--- config.mk ---
export PLATFORM = sky130hd
export DESIGN_NAME = fault_logic
export DESIGN_NICKNAME = d
export VERILOG_FILES = /design/src/hw/fault_logic_pkg.sv /design/src/hw/fault_logic.sv /design/src/hw/oc_filter.sv
export SDC_FILE = /design/constraint.sdc
export NUM_CORES = 1
export LEC_CHECK = 0
export ABC_AREA = 1
export BUFFER_PORTS_ARGS = -buffer_cell sky130_fd_sc_hd__buf_2
export CORE_MARGIN = 2
export CORE_UTILIZATION = 64
export CTS_BUF_LIST = sky130_fd_sc_hd__clkbuf_4
export DETAILED_ROUTE_END_ITERATION = 8
export GPL_TIMING_DRIVEN = 0
export PLACE_DENSITY = 0.91
export SYNTH_ARGS = -nofsm -noshare
export SYNTH_HDL_FRONTEND = slang
export SYNTH_SLANG_ARGS = --single-unit
--- constraint.sdc ---
create_clock -name clk -period 2.8 [get_ports clk]
set_input_delay 0.14 -clock clk [delete_from_list [all_inputs] [get_ports clk]]
set_output_delay 0.14 -clock clk [all_outputs]
set_load 0.02 [all_outputs]
--- src/hw/fault_logic_pkg.sv ---
// Package: constants and carrier types for the overcurrent / undervoltage fault logic
package fault_logic_pkg;

  // ----------------------------------------
  // Threshold selection
  // ----------------------------------------
  localparam int LOW_LEVELS = 8;
  localparam int HIGH_LEVELS = 2;
  localparam int LOW_SEL_W = 3;

  // ----------------------------------------
  // Filter timing (internal oscillator tick = one clk at 25 MHz)
  // ----------------------------------------
  localparam int CLK_MHZ = 25;
  localparam int FILT_W = 16;
  // Filter times in microseconds per code of the 2-bit filter select
  localparam int FILT_US0 = 10;
  localparam int FILT_US1 = 100;
  localparam int FILT_US2 = 1000;
  localparam int FILT_US3 = 2000;
  localparam logic [FILT_W-1:0] FILT_CYC0 = FILT_W'(FILT_US0 * CLK_MHZ);
  localparam logic [FILT_W-1:0] FILT_CYC1 = FILT_W'(FILT_US1 * CLK_MHZ);
  localparam logic [FILT_W-1:0] FILT_CYC2 = FILT_W'(FILT_US2 * CLK_MHZ);
  localparam logic [FILT_W-1:0] FILT_CYC3 = FILT_W'(FILT_US3 * CLK_MHZ);

  // ----------------------------------------
  // Supply band encoding from the comparators
  // ----------------------------------------
  typedef enum logic [1:0] {
    SUP_NORMAL = 2'h0,  // Above undervoltage threshold
    SUP_UV = 2'h1,      // Between undervoltage and POR threshold
    SUP_POR = 2'h2,     // Between POR threshold and about 2.5 V
    SUP_DEAD = 2'h3     // Below about 2.5 V
  } supply_band_t;

  // Current comparator results, one bit per selected threshold
  typedef struct packed {
    logic atLow;
    logic atHigh;
  } oc_compare_t;

  // Overcurrent latch states
  typedef enum logic [2:0] {
    OC_IDLE = 3'h1,
    OC_FILTER = 3'h2,
    OC_LATCHED = 3'h4
  } oc_state_t;

  localparam oc_state_t OC_RESET = OC_IDLE;

endpackage

--- src/hw/fault_logic.sv ---
// Overcurrent and undervoltage fault handling for a high-side switch
`timescale 1ns/100ps
module fault_logic (
  input wire logic clk,
  input wire logic resetn,
  input wire logic directIn,
  input wire logic spiOutputOn,
  input wire logic [fault_logic_pkg::LOW_SEL_W-1:0] overcurrent_low_threshold,
  input wire logic overcurrent_high_threshold,
  input wire logic [1:0] overcurrent_filter_time,
  input wire logic undervoltage_protect_disable,
  input wire fault_logic_pkg::oc_compare_t ocCompare,
  input wire fault_logic_pkg::supply_band_t supplyBand,
  input wire logic groundLost,
  input wire logic otherFault,
  input wire logic flagRead,
  output logic gateEnable,
  output logic fault_status_pin_n,
  output logic undervoltage_flag,
  output logic overcurrentFault,
  output logic [fault_logic_pkg::LOW_SEL_W-1:0] lowLevelSel,
  output logic highLevelSel
);
  import fault_logic_pkg::*;

  // ----------------------------------------
  // State
  // ----------------------------------------
  typedef struct packed {
    oc_state_t ocState;
    logic ocFault;
    logic cmdPrev;
    logic uvLatched;
    logic uvFlag;
    logic gate;
    logic statusN;
    logic [LOW_SEL_W-1:0] lowSel;
    logic highSel;
  } fault_state_t;

  localparam fault_state_t STATE_RESET = '{ocState: OC_RESET, ocFault: 1'b0, cmdPrev: 1'b0, uvLatched: 1'b0,
    uvFlag: 1'b0, gate: 1'b0, statusN: 1'b1, lowSel: '0, highSel: 1'b0};

  fault_state_t state_q, state_d;

  logic command;
  logic cmdRise;
  logic filterExpired;
  logic filterRun;
  logic uvActive;
  logic [FILT_W-1:0] filterLimit;

  // Filter time select decoded to a cycle count
  function automatic logic [FILT_W-1:0] filter_cycles(input logic [1:0] sel);
    case (sel)
      2'h0: filter_cycles = FILT_CYC0;
      2'h1: filter_cycles = FILT_CYC1;
      2'h2: filter_cycles = FILT_CYC2;
      default: filter_cycles = FILT_CYC3;
    endcase
  endfunction

  // ----------------------------------------
  // Command and detection terms
  // ----------------------------------------
  assign command = directIn | spiOutputOn;
  assign cmdRise = command && !state_q.cmdPrev;
  assign uvActive = !undervoltage_protect_disable;
  // Filter only runs while the gate is on; an off output cannot carry load current
  assign filterRun = state_q.gate && ocCompare.atLow;
  assign filterLimit = filter_cycles(overcurrent_filter_time);

  oc_filter #(
    .WIDTH(FILT_W)
  ) u_filter (
    .clk(clk),
    .resetn(resetn),
    .enable(filterRun),
    .limit(filterLimit),
    .expired(filterExpired)
  );

  // ----------------------------------------
  // Next-state logic
  // ----------------------------------------
  always_comb begin
    state_d = state_q;
    state_d.cmdPrev = command;
    // Selected levels go to the analogue comparators
    state_d.lowSel = overcurrent_low_threshold;
    state_d.highSel = overcurrent_high_threshold;

    // Overcurrent latch; both thresholds watched at once
    case (state_q.ocState)
      OC_IDLE: begin
        if (state_q.gate && ocCompare.atHigh) begin
          state_d.ocState = OC_LATCHED;
        end else if (filterRun) begin
          state_d.ocState = OC_FILTER;
        end
      end
      OC_FILTER: begin
        if (state_q.gate && ocCompare.atHigh) begin
          state_d.ocState = OC_LATCHED;
        end else if (filterExpired) begin
          state_d.ocState = OC_LATCHED;
        end else if (!filterRun) begin
          state_d.ocState = OC_IDLE;
        end
      end
      OC_LATCHED: begin
        if (!command) begin
          state_d.ocState = OC_IDLE;
        end
      end
      default: state_d.ocState = OC_IDLE;
    endcase
    // Registered copy, so the latched-fault output comes straight from a flop
    state_d.ocFault = (state_d.ocState == OC_LATCHED);

    // Undervoltage latch: set only when the output was commanded on
    if (!uvActive) begin
      state_d.uvLatched = 1'b0;
    end else if (supplyBand != SUP_NORMAL && command) begin
      state_d.uvLatched = 1'b1;
    end else if (!command) begin
      state_d.uvLatched = 1'b0;
    end

    // Flag: set wins over a read; a read clears only once supply is back
    if (!uvActive) begin
      state_d.uvFlag = 1'b0;
    end else if (supplyBand != SUP_NORMAL) begin
      state_d.uvFlag = 1'b1;
    end else if (flagRead) begin
      state_d.uvFlag = 1'b0;
    end

    // Gate: the latched off state holds until a fresh rising command
    state_d.gate = command && (state_d.ocState != OC_LATCHED) && !state_q.uvLatched
      && !(uvActive && supplyBand != SUP_NORMAL) && (supplyBand != SUP_DEAD)
      && !groundLost;
    if (uvActive && state_q.uvLatched && !cmdRise) begin
      state_d.gate = 1'b0;
    end
    if (state_q.ocState == OC_LATCHED) begin
      state_d.gate = 1'b0;
    end

    // Status pin low while a fault is being reported
    state_d.statusN = !((state_d.ocState == OC_LATCHED) || otherFault
      || (uvActive && supplyBand == SUP_UV)
      || (uvActive && state_d.uvLatched && supplyBand == SUP_NORMAL));
  end

  always_ff @(posedge clk or negedge resetn) begin
    if (!resetn) begin
      state_q <= STATE_RESET;
    end else begin
      state_q <= state_d;
    end
  end

  // ----------------------------------------
  // Outputs
  // ----------------------------------------
  assign gateEnable = state_q.gate;
  assign fault_status_pin_n = state_q.statusN;
  assign undervoltage_flag = state_q.uvFlag;
  assign overcurrentFault = state_q.ocFault;
  assign lowLevelSel = state_q.lowSel;
  assign highLevelSel = state_q.highSel;
endmodule

--- src/hw/oc_filter.sv ---
// Overcurrent low-threshold filter timer
`timescale 1ns/100ps
module oc_filter #(
  parameter int WIDTH = fault_logic_pkg::FILT_W
) (
  input wire logic clk,
  input wire logic resetn,
  input wire logic enable,
  input wire logic [WIDTH-1:0] limit,
  output logic expired
);
  import fault_logic_pkg::*;

  typedef struct packed {
    logic [WIDTH-1:0] count;
    logic expired;
  } filt_state_t;

  filt_state_t state_q, state_d;

  // Counter restarts whenever the current drops below the low level
  always_comb begin
    state_d = state_q;
    if (!enable) begin
      state_d.count = '0;
      state_d.expired = 1'b0;
    end else if (state_q.count >= limit) begin
      state_d.expired = 1'b1;
    end else begin
      state_d.count = state_q.count + WIDTH'(1);
    end
  end

  always_ff @(posedge clk or negedge resetn) begin
    if (!resetn) begin
      state_q <= '0;
    end else begin
      state_q <= state_d;
    end
  end

  assign expired = state_q.expired;
endmodule
## Word-level counts from Yosys, hierarchy flattened

Index checks and enable logic that the tools add are counted.

| operators by class | value |
|---|---|
| reductions and logical operators | 29 |
| mux-type cells | 19 |
| $add $sub $neg | 1 |
| bitwise logic cells | 1 |
| equal/unequal tests | 11 |
| magnitude comparators | 1 |

Operators by type and width:

| kind | number |
|---|---|
| $pmux 16 s3 | 1 |
| $mux 3 | 6 |
| $mux 17 | 1 |
| $add 16x1->16 const B | 1 |
| $ge 16x16->1 | 1 |
| $mux 16 | 1 |
| $logic_and 1x1->1 | 15 |
| $mux 1 | 9 |
| $pmux 3 s3 | 1 |
| $logic_not 1->1 | 7 |
| $eq 3x3->1 const B | 2 |
| $ne 2x2->1 const B | 3 |
| $eq 2x1->1 const B | 2 |
| $logic_not 2->1 | 2 |
| $eq 3x1->1 const B | 1 |
| $eq 3x2->1 const B | 1 |
| $logic_or 1x1->1 | 3 |
| $ne 3x3->1 const B | 1 |
| $reduce_bool 3->1 | 1 |
| $eq 2x2->1 const B | 1 |
| $reduce_bool 2->1 | 1 |
| $or 1x1->1 | 1 |

| storage, ports and cells | value |
|---|---|
| output and inout port bits | 8 |
| bits in registers | 30 |
| logic and storage cells | 73 |

## Depth between registers and ports, before layout

Gate-level depths: netlist of run 1.

| logic depth | value |
|---|---|
| depth in word-level cells | 13 |
| depth in mapped cells | 14 |
| depth with buffers taken out | 13 |

## Cells and area by module

Synthesis of run 1 repeated with hierarchy kept, for this count alone.

| second synthesis, totals | value |
|---|---|
| cell total of the unflattened synthesis | 305 |
| area total of the unflattened synthesis | 2324.7 sq um |

Modules (own cells, without submodules):

| module | sequential area each (sq um) | area each (sq um) | cells an instance | times used |
|---|---|---|---|---|
| oc_filter | 425.4 | 1651.6 | 221 | 1 |
| fault_logic | 302.8 | 673.1 | 84 | 1 |

## Least setup slack after synthesis of run 1

OpenSTA, ideal clock, no wires.

| timing path | value |
|---|---|
| kind | in2reg |
| from | input port overcurrent_filter_time[0] |
| to | register u_filter.state_q[10] in the netlist's numbering |
| required time | 2683 ps |
| setup slack | 1018 ps |
| stages | 13 |
| data arrival time | 1665 ps |
| setup time | 117 ps |
| path through | inv_1 -> ha_1 -> o21ai_0 -> ha_1 -> a21oi_1 -> nand2_1 -> nand2_1 -> nand2_1 -> nand2_1 -> nand3_4 -> buf_4 -> nand3_1 -> nand2_1 |

| on the way | value |
|---|---|
| longest elaborated chain between the ends | 4 |
| elaborated cells on any way between the ends | 6 |
| those cells by class | 1 x order compare; 3 x eq/ne; 1 x mux; 1 x reduce/logical |

RTL lines:

| element | line | RTL |
|---|---|---|
| start, declared | fault_logic.sv:10 | `input wire logic [1:0] overcurrent_filter_time,` |
| $eq 2x2->1 (tied with other cells) | fault_logic.sv:55 | `case (sel)` |
| $pmux 16 s3 * | fault_logic.sv:55 |  |
| $ge 16x16->1 * | oc_filter.sv:27 | `end else if (state_q.count >= limit) begin` |
| $ne 2x2->1 (no source line) * | - |  |
| end signal, assigned | oc_filter.sv:38 | `state_q <= state_d;` |
| end, declared | oc_filter.sv:19 | `filt_state_t state_q, state_d;` |

Every way passes the cells marked *; elsewhere a longest branch is shown, timed or not.
A chain may end at the register's enable or synchronous reset.

## Worst setup path in the final report of run 1

| timing path | value |
|---|---|
| from | register u_filter.state_q[12] in the netlist's numbering |
| to | register u_filter.state_q[8] in the netlist's numbering |

| on the way | value |
|---|---|
| longest elaborated chain between the ends | 2 |

RTL lines:

| element | line |
|---|---|
| $ge 16x16->1 | oc_filter.sv:27 |
| $ne 2x2->1 (no source line) | - |

No other way between the ends.

==> impl_metrics.ini, run 1 <==
[timing]
hold_slack_ns = 0.0279
fmax_ghz = 0.521
rsz0062_at_grt = no
hold_violations = 0
worstMarginPinSlew_ns = 0.607
slew_headroom_pct = 59.6
finalWorstSetupSlack_ns = 0.881
drv_slew = 0
period_minus_slack_ns = 1.92
setup_viol = 0
skew_ns = 0.0114
fin_crit_sh_pct = 68.5
finalSetupTns_ns = 0

[route]
vias = 1892
via_per_inst = 5.18
drt-initial-drc-count = 110
drc = 0
drt_wl_total_um = 4180
drtAntennaViolNets = 0
first_pass_iters = 4
post_drt_wl_per_cell_um = 11.4

[global_routing]
grt_pass1_vias = 1713
grt-ovfl-total = 0
antenna_found_initial = 0
grt_pass1_wl_um = 7090
grt_max_degree = 30
track_usage_pct = 26.6

[clock_network]
cts_num_sinks = 29
htreeDepth = 2
cts_hold_buf = 7
cts_tree = yes
clk_pin_slew_worst_paths_ns = 0.09
postCtsResizedCells = 0
cts_buffer_depth = 2
numCtsBuffers = 5
post_cts_buffers = 0
root_buffer = clkbuf_4
insertion_delay_ns = 0.34

[logic_synthesis]
synth-seq-cells = 29
ys_warn_count = 0
synth-async-reset-ratio_pct = 100
synth_edf_count = 0
synth.yosys.seq_area_share_pct = 35.8
syn_nets = 318
synthCells = 281
synthesis.area_um2 = 2030
ys_types = 29
avgSynthCellArea_um2 = 7.23
synth_ff_type = dfrtp_1

[final_layout]
layout_commonest_cell = nand2_1
drive_gt1_share_pct = 15.0
layout.cells.non_filler = 365
layout_common_cells = nand2_1, nor2_1, inv_1
syn2layout_area_growth_pct = 15.0
final_nets = 357
diodes = 0

[min_path]
min_path_cells = 4
hold_start = flagRead
hold_path_class = input port to register
min_to = undervoltage_flag

[setup_path]
critPathBufInv = 2
start_kind = register
reg2reg_from = u_filter.state_q[12]
path_common_cell = nand2_1
path_delay_family = simple AND/OR/NAND/NOR gates
r2r_slack_ns = 0.88
cp-end-kind = register
critical_path_arrival_ns = 2.14
critical-path-max-stage-delay_ns = 0.45
worstRegToRegCells = 11
cp_max_fo = 10
worstPathCellList = ha_1, inv_1, nor2_1, nand3_1, nor2_2, nand2_1, nand3_4, nand2_4, buf_6, nand2_1, nand2_1
crit_required_ns = 3.02
crit_start = u_filter.state_q[12]
critical_path_class = register to register
rr_endpoint = u_filter.state_q[8]
slowest_stage = dfrtp_1

[run_status]
status = finished, final reports clean

[floorplanning]
start_util_pct = 67.1
die_h_um = 60.3
die_width_um = 60.3
num_rows = 20
coreArea_um2 = 3030
die-area_um2 = 3640
io_pins = 26

[flow_run]
maxCapViolations = 0

[placed_design]
dp_hpwl_um = 3190
portBuffers = 25
dp_worst_setup_slack_ns = 0.621
dp.cells = 350
place_congestion = 0.914

[pwr]
ir_drop_mv = 0.381
total_power_uw = 834
cellPowerDensity_nw_per_um2 = 357
p_leak_uw = 0.00121
through the flow:
stage          util [%]  instance area [µm²]
6_report           77.2                 2340
5_1_grt            77.2                 2340
4_1_cts            77.2                 2340
3_5_place_dp       73.1                 2210
3_3_place_gp       73.1                 2210
2_1_floorplan         -                 2030
tightest hold or removal path, cell delays in order:
cell and delay, ns:
buf_2 0.08, nor2_1 0.03, nand2_1 0.04, nand2_1 0.04
metal layers:
| layer | up-vias | GRT usage, % | wire length [µm] |
|---|---|---|---|
| met5 | - | 0 | 0 |
| met4 | 0 | 14.0 | 97 |
| met3 | 11 | 5.76 | 236 |
| met2 | 55 | 42.7 | 1950 |
| met1 | 857 | 33.7 | 1890 |
| li1 | 969 | - | - |
state kept, by name, indices dropped and copies added, names as in the netlist:
register,cells
fault_status_pin_n,1
gateEnable,1
highLevelSel,1
lowLevelSel,3
overcurrentFault,1
state_q,4
u_filter.expired,1
u_filter.state_q,16
undervoltage_flag,1
logic make-up after synthesis:
kind of cell / after synthesis / synth area share, %
AO/OA/AOI/OAI: 15 / 4.37
XOR/XNOR: 9 / 3.88
adder cells (fa/ha/maj): 19 / 11.7
buffers and inverters: 38 / 8.13
flip-flops: 29 / 35.8
AND/OR/NAND/NOR: 171 / 36.1
cell type report:
cell class	count	area (µm²)
Timing Repair Buffer	32	195
Buffer	7	48.8
Sequential cell	29	728
Inverter	31	116
Multi-Input combinational cell	214	1140
Clock inverter	2	10.0
Tap cell	44	55.1
Clock buffer	6	45.0
Fill cell	219	691
synthesized netlist by cell type (4+ instances only):
library cell	number	share of area, %
o21ai_0	5	1.2
a21oi_1	6	1.5
xor2_1	7	3.0
nand3_1	27	6.7
ha_1	19	12
nor2_1	42	7.8
inv_1	28	5.2
nand2_1	87	16
nor3_1	4	0.99
dfrtp_1	27	33
buf_4	4	1.5
how the worst max path moves through the flow:
stage,to,slack (ns),depth (start not counted)
2_1_floorplan,u_filter.state_q[10],1.02,13
3_3_place_gp,u_filter.state_q[6],0.67,15
3_5_place_dp,u_filter.state_q[13],0.62,15
4_1_cts,u_filter.state_q[4],0.88,11
5_1_grt,u_filter.state_q[12],0.70,11
6_report,u_filter.state_q[8],0.88,11
report_power, final:
group	internal (µW)	switching [µW]
Sequential	440	8.17
Clock	105	142
Combinational	53.5	85.1
Total	599	235
No activity file was read; power rests on OpenSTA's default activity.
==> run 2: changes to the inputs <==
--- a/config.mk
+++ b/config.mk
@@ -5,14 +5,14 @@
 export SDC_FILE = /design/constraint.sdc
 export NUM_CORES = 1
 export LEC_CHECK = 0
-export ABC_AREA = 1
+export ABC_AREA = 0
 export BUFFER_PORTS_ARGS = -buffer_cell sky130_fd_sc_hd__buf_2
 export CORE_MARGIN = 2
-export CORE_UTILIZATION = 64
+export CORE_UTILIZATION = 59
 export CTS_BUF_LIST = sky130_fd_sc_hd__clkbuf_4
 export DETAILED_ROUTE_END_ITERATION = 8
 export GPL_TIMING_DRIVEN = 0
-export PLACE_DENSITY = 0.91
+export PLACE_DENSITY = 0.86
 export SYNTH_ARGS = -nofsm -noshare
 export SYNTH_HDL_FRONTEND = slang
 export SYNTH_SLANG_ARGS = --single-unit
==> constraint.sdc (replaced) <==
create_clock -name clk -period 1.8 [get_ports clk]
set_input_delay 0.09 -clock clk [delete_from_list [all_inputs] [get_ports clk]]
set_output_delay 0.09 -clock clk [all_outputs]
set_load 0.02 [all_outputs]
==> run 2 against run 1 <==
Effect of this change:
- the run now ends with negative setup slack left
- design area increased by 1.3%
- first-iteration DRC count is 34% lower
- sequential power is 57% higher
- global-route usage down 2.1 points
- largest cell class unchanged
- critical path type unchanged
- area after synthesis is 12% lower
- count of clock-buffer cells in the layout is the same
- register-to-register slack worse by 1.4 ns
==> impl_metrics.ini, run 2 <==
[setup_path]
start_kind = register
crit_required_ns = 2.05
worstRegToRegCells = 7
cp_max_fo = 6
critical-path-max-stage-delay_ns = 0.44
cp-end-kind = register
cp.depth = 7
critical_path_class = register to register
path_delay_family = compound AO/OA/AOI/OAI gates
critical_path_arrival_ns = 2.55
slowest_stage = dfrtp_1
critPathBufInv = 0
worstPathCellList = ha_4, a211o_1, a211oi_2, o21ai_4, or2_4, or4_1, a21oi_1

[floorplanning]
num_rows = 20
coreArea_um2 = 2980
io_pins = 26
die_width_um = 59.1
start_util_pct = 60.2
die-area_um2 = 3500
die_h_um = 59.1

[clock_network]
cts_buffer_depth = 2
clk_pin_slew_worst_paths_ns = 0.10
htreeDepth = 2
root_buffer = clkbuf_4
cts_tree = yes
cts_num_sinks = 30
insertion_delay_ns = 0.32
numCtsBuffers = 5

[final_layout]
syn2layout_area_growth_pct = 32.0
regMostFlops = u_filter.state_q
fill_cells = 168
final_nets = 273
largest_reg_flops = 16
drive_gt1_share_pct = 33.3
diodes = 0
layout_commonest_cell = dfrtp_1
layout_common_cells = dfrtp_1, buf_2, nor2_1

[pwr]
p_leak_uw = 0.00105
swShare_pct = 26.0
p_switching_uw = 325
total_power_uw = 1250
intPower_uw = 927
seq_power_share_pct = 56.2
ir_drop_mv = 0.569
cellPowerDensity_nw_per_um2 = 529
combinationalPowerShare_pct = 13.1
power.share.clock_pct = 30.7

[timing]
skew_ns = 0.0140
hold_violations = 0
finalWorstSetupSlack_ns = -0.505
worstMarginPinSlew_ns = 0.633
hold_slack_ns = 0.0231
slew_headroom_pct = 57.8
fin_crit_sh_pct = 128
period_minus_slack_ns = 2.31
fmax_ghz = 0.434
setup_viol = 17
drv_slew = 0
rsz0062_at_grt = yes

[logic_synthesis]
syn_nets = 222
synth-seq-cells = 30
synth_ff_type = dfrtp_1
ys_types = 43
yosysTopAreaCell = dfrtp_1
synth-async-reset-ratio_pct = 100
synthCells = 185
synthesis.area_um2 = 1790
synth_top_cell_area_share_pct = 39.1
ys_top_cells_by_area = dfrtp_1, ha_1, nor2_1
synth_edf_count = 0
ys_warn_count = 0
synth.most_common_cell = dfrtp_1
synth.yosys.seq_area_share_pct = 42.0
avgSynthCellArea_um2 = 9.69
synthTopCellsByCount = dfrtp_1, nor2_1, ha_1

[global_routing]
antenna_found_initial = 0
top_usage_layer = met2
grt_pass1_vias = 1450
track_usage_pct = 24.5
grt_pass1_wl_um = 6380
grt-ovfl-total = 0
grt_max_degree = 31
grtUsageMet3_pct = 6.55
met1_usage_pct = 31.8
met2_usage_pct = 40.5

[run_status]
violations = negative setup slack
status = finished, violations left

[flow_run]
maxCapViolations = 0

[route]
post_drt_wl_per_cell_um = 15.5
drc = 0
drt-initial-drc-count = 73
first_pass_iters = 4
via_per_inst = 5.89
drtAntennaViolNets = 0
drt_wl_total_um = 4190
vias = 1589

[placed_design]
portBuffers = 25
dp_worst_setup_slack_ns = -0.721
dp_hpwl_um = 2720
place_congestion = 0.853

[min_path]
min_path_cells = 3
hold_path_class = input port to register
==> run 2: cell types whose count changed after synthesis, moves of 4 or more <==
cell     delta
nand3_1    -21
inv_1      -18
xor2_1      -6
a21oi_1     +6
nor2_1     -22
nand2_1    -77
xnor2_1     +4
nor3_1      +5
==> run 2: cell type report <==
cell class	count	area (µm²)	share of cell area, %
inverters	10	37.5	1.59
clock buffers	6	45.0	1.90
multi-input cells	139	1120	47.5
flip-flops and latches	30	754	31.9
clock inverters	2	8.76	0.370
plain buffers	6	45.0	1.90
repair buffers	44	310	13.1
well taps	33	41.3	1.74
==> run 2: path summary, 6_finish.rpt <==
path | from | to | slack, ns
hold reg to reg | state_q[12] | state_q[11] | 0.52
setup reg to reg | u_filter.state_q[10] | u_filter.state_q[15] | -0.51
setup / recovery | u_filter.state_q[10] | u_filter.state_q[15] | -0.51
min in group asynchronous | resetn | u_filter.state_q[15] | 0.31
max in group asynchronous | resetn | u_filter.state_q[12] | 1.04
hold / removal | flagRead | undervoltage_flag | 0.02
==> run 2: repair_timing <==
action | CTS | global route
hold buffers | 10 | 0
setup endpoints to repair | 17 | 17
cloned | 0 | 1
endpoints found under the hold margin | 37 | 0
gates resized for setup | 8 | 19
pin swaps | 3 | 11
buffers inserted | 5 | 4
==> run 2: cells by family (layout without fill, tap and decap cells) <==
kind of cell / count (synthesis) / in the layout / share of synthesized area [%]
flip-flops: 30 / 30 / 42.0
multiplexers: 3 / 3 / 1.67
XOR/XNOR: 7 / 7 / 3.42
AO/OA/AOI/OAI: 36 / 36 / 13.4
adder cells (fa/ha/maj): 19 / 19 / 13.3
buffers and inverters: 16 / 68 / 4.54
AND/OR/NAND/NOR: 74 / 74 / 21.7
==> run 2: metal layers <==
layer	part of all wire, %	wire, µm
met3	5.2	217
met2	52	2180
met5	0	0
met4	0.50	21
met1	42	1770
==> run 2: tightest hold or removal path, delay by kind of cell <==
kind / cells / cell delay (ns)
AO/OA/AOI/OAI: 1 / 0.06
AND/OR/NAND/NOR: 1 / 0.08
buffers and inverters: 1 / 0.07
==> run 2: through the flow <==
step | TNS [ns] | cell area, µm² | utilization [%] | instances
final | -6.34 | 2370 | 79.5 | 270
after global routing | -7.59 | 2370 | 79.5 | 270
after global placement | -8.44 | 1990 | 66.7 | 243
after CTS | -6.78 | 2220 | 74.7 | 266
after detailed placement | -9.26 | 1990 | 66.7 | 243
after floorplan | -2.99 | 1820 | - | 185
==> run 2: power by group through the flow <==
stage,Combinational [µW],Clock [µW],Sequential [µW]
after floorplan,72.1,0,723
after global placement,136,0,715
after detailed placement,141,0,716
after CTS,159,389,703
after global routing,185,426,706
final,164,385,704
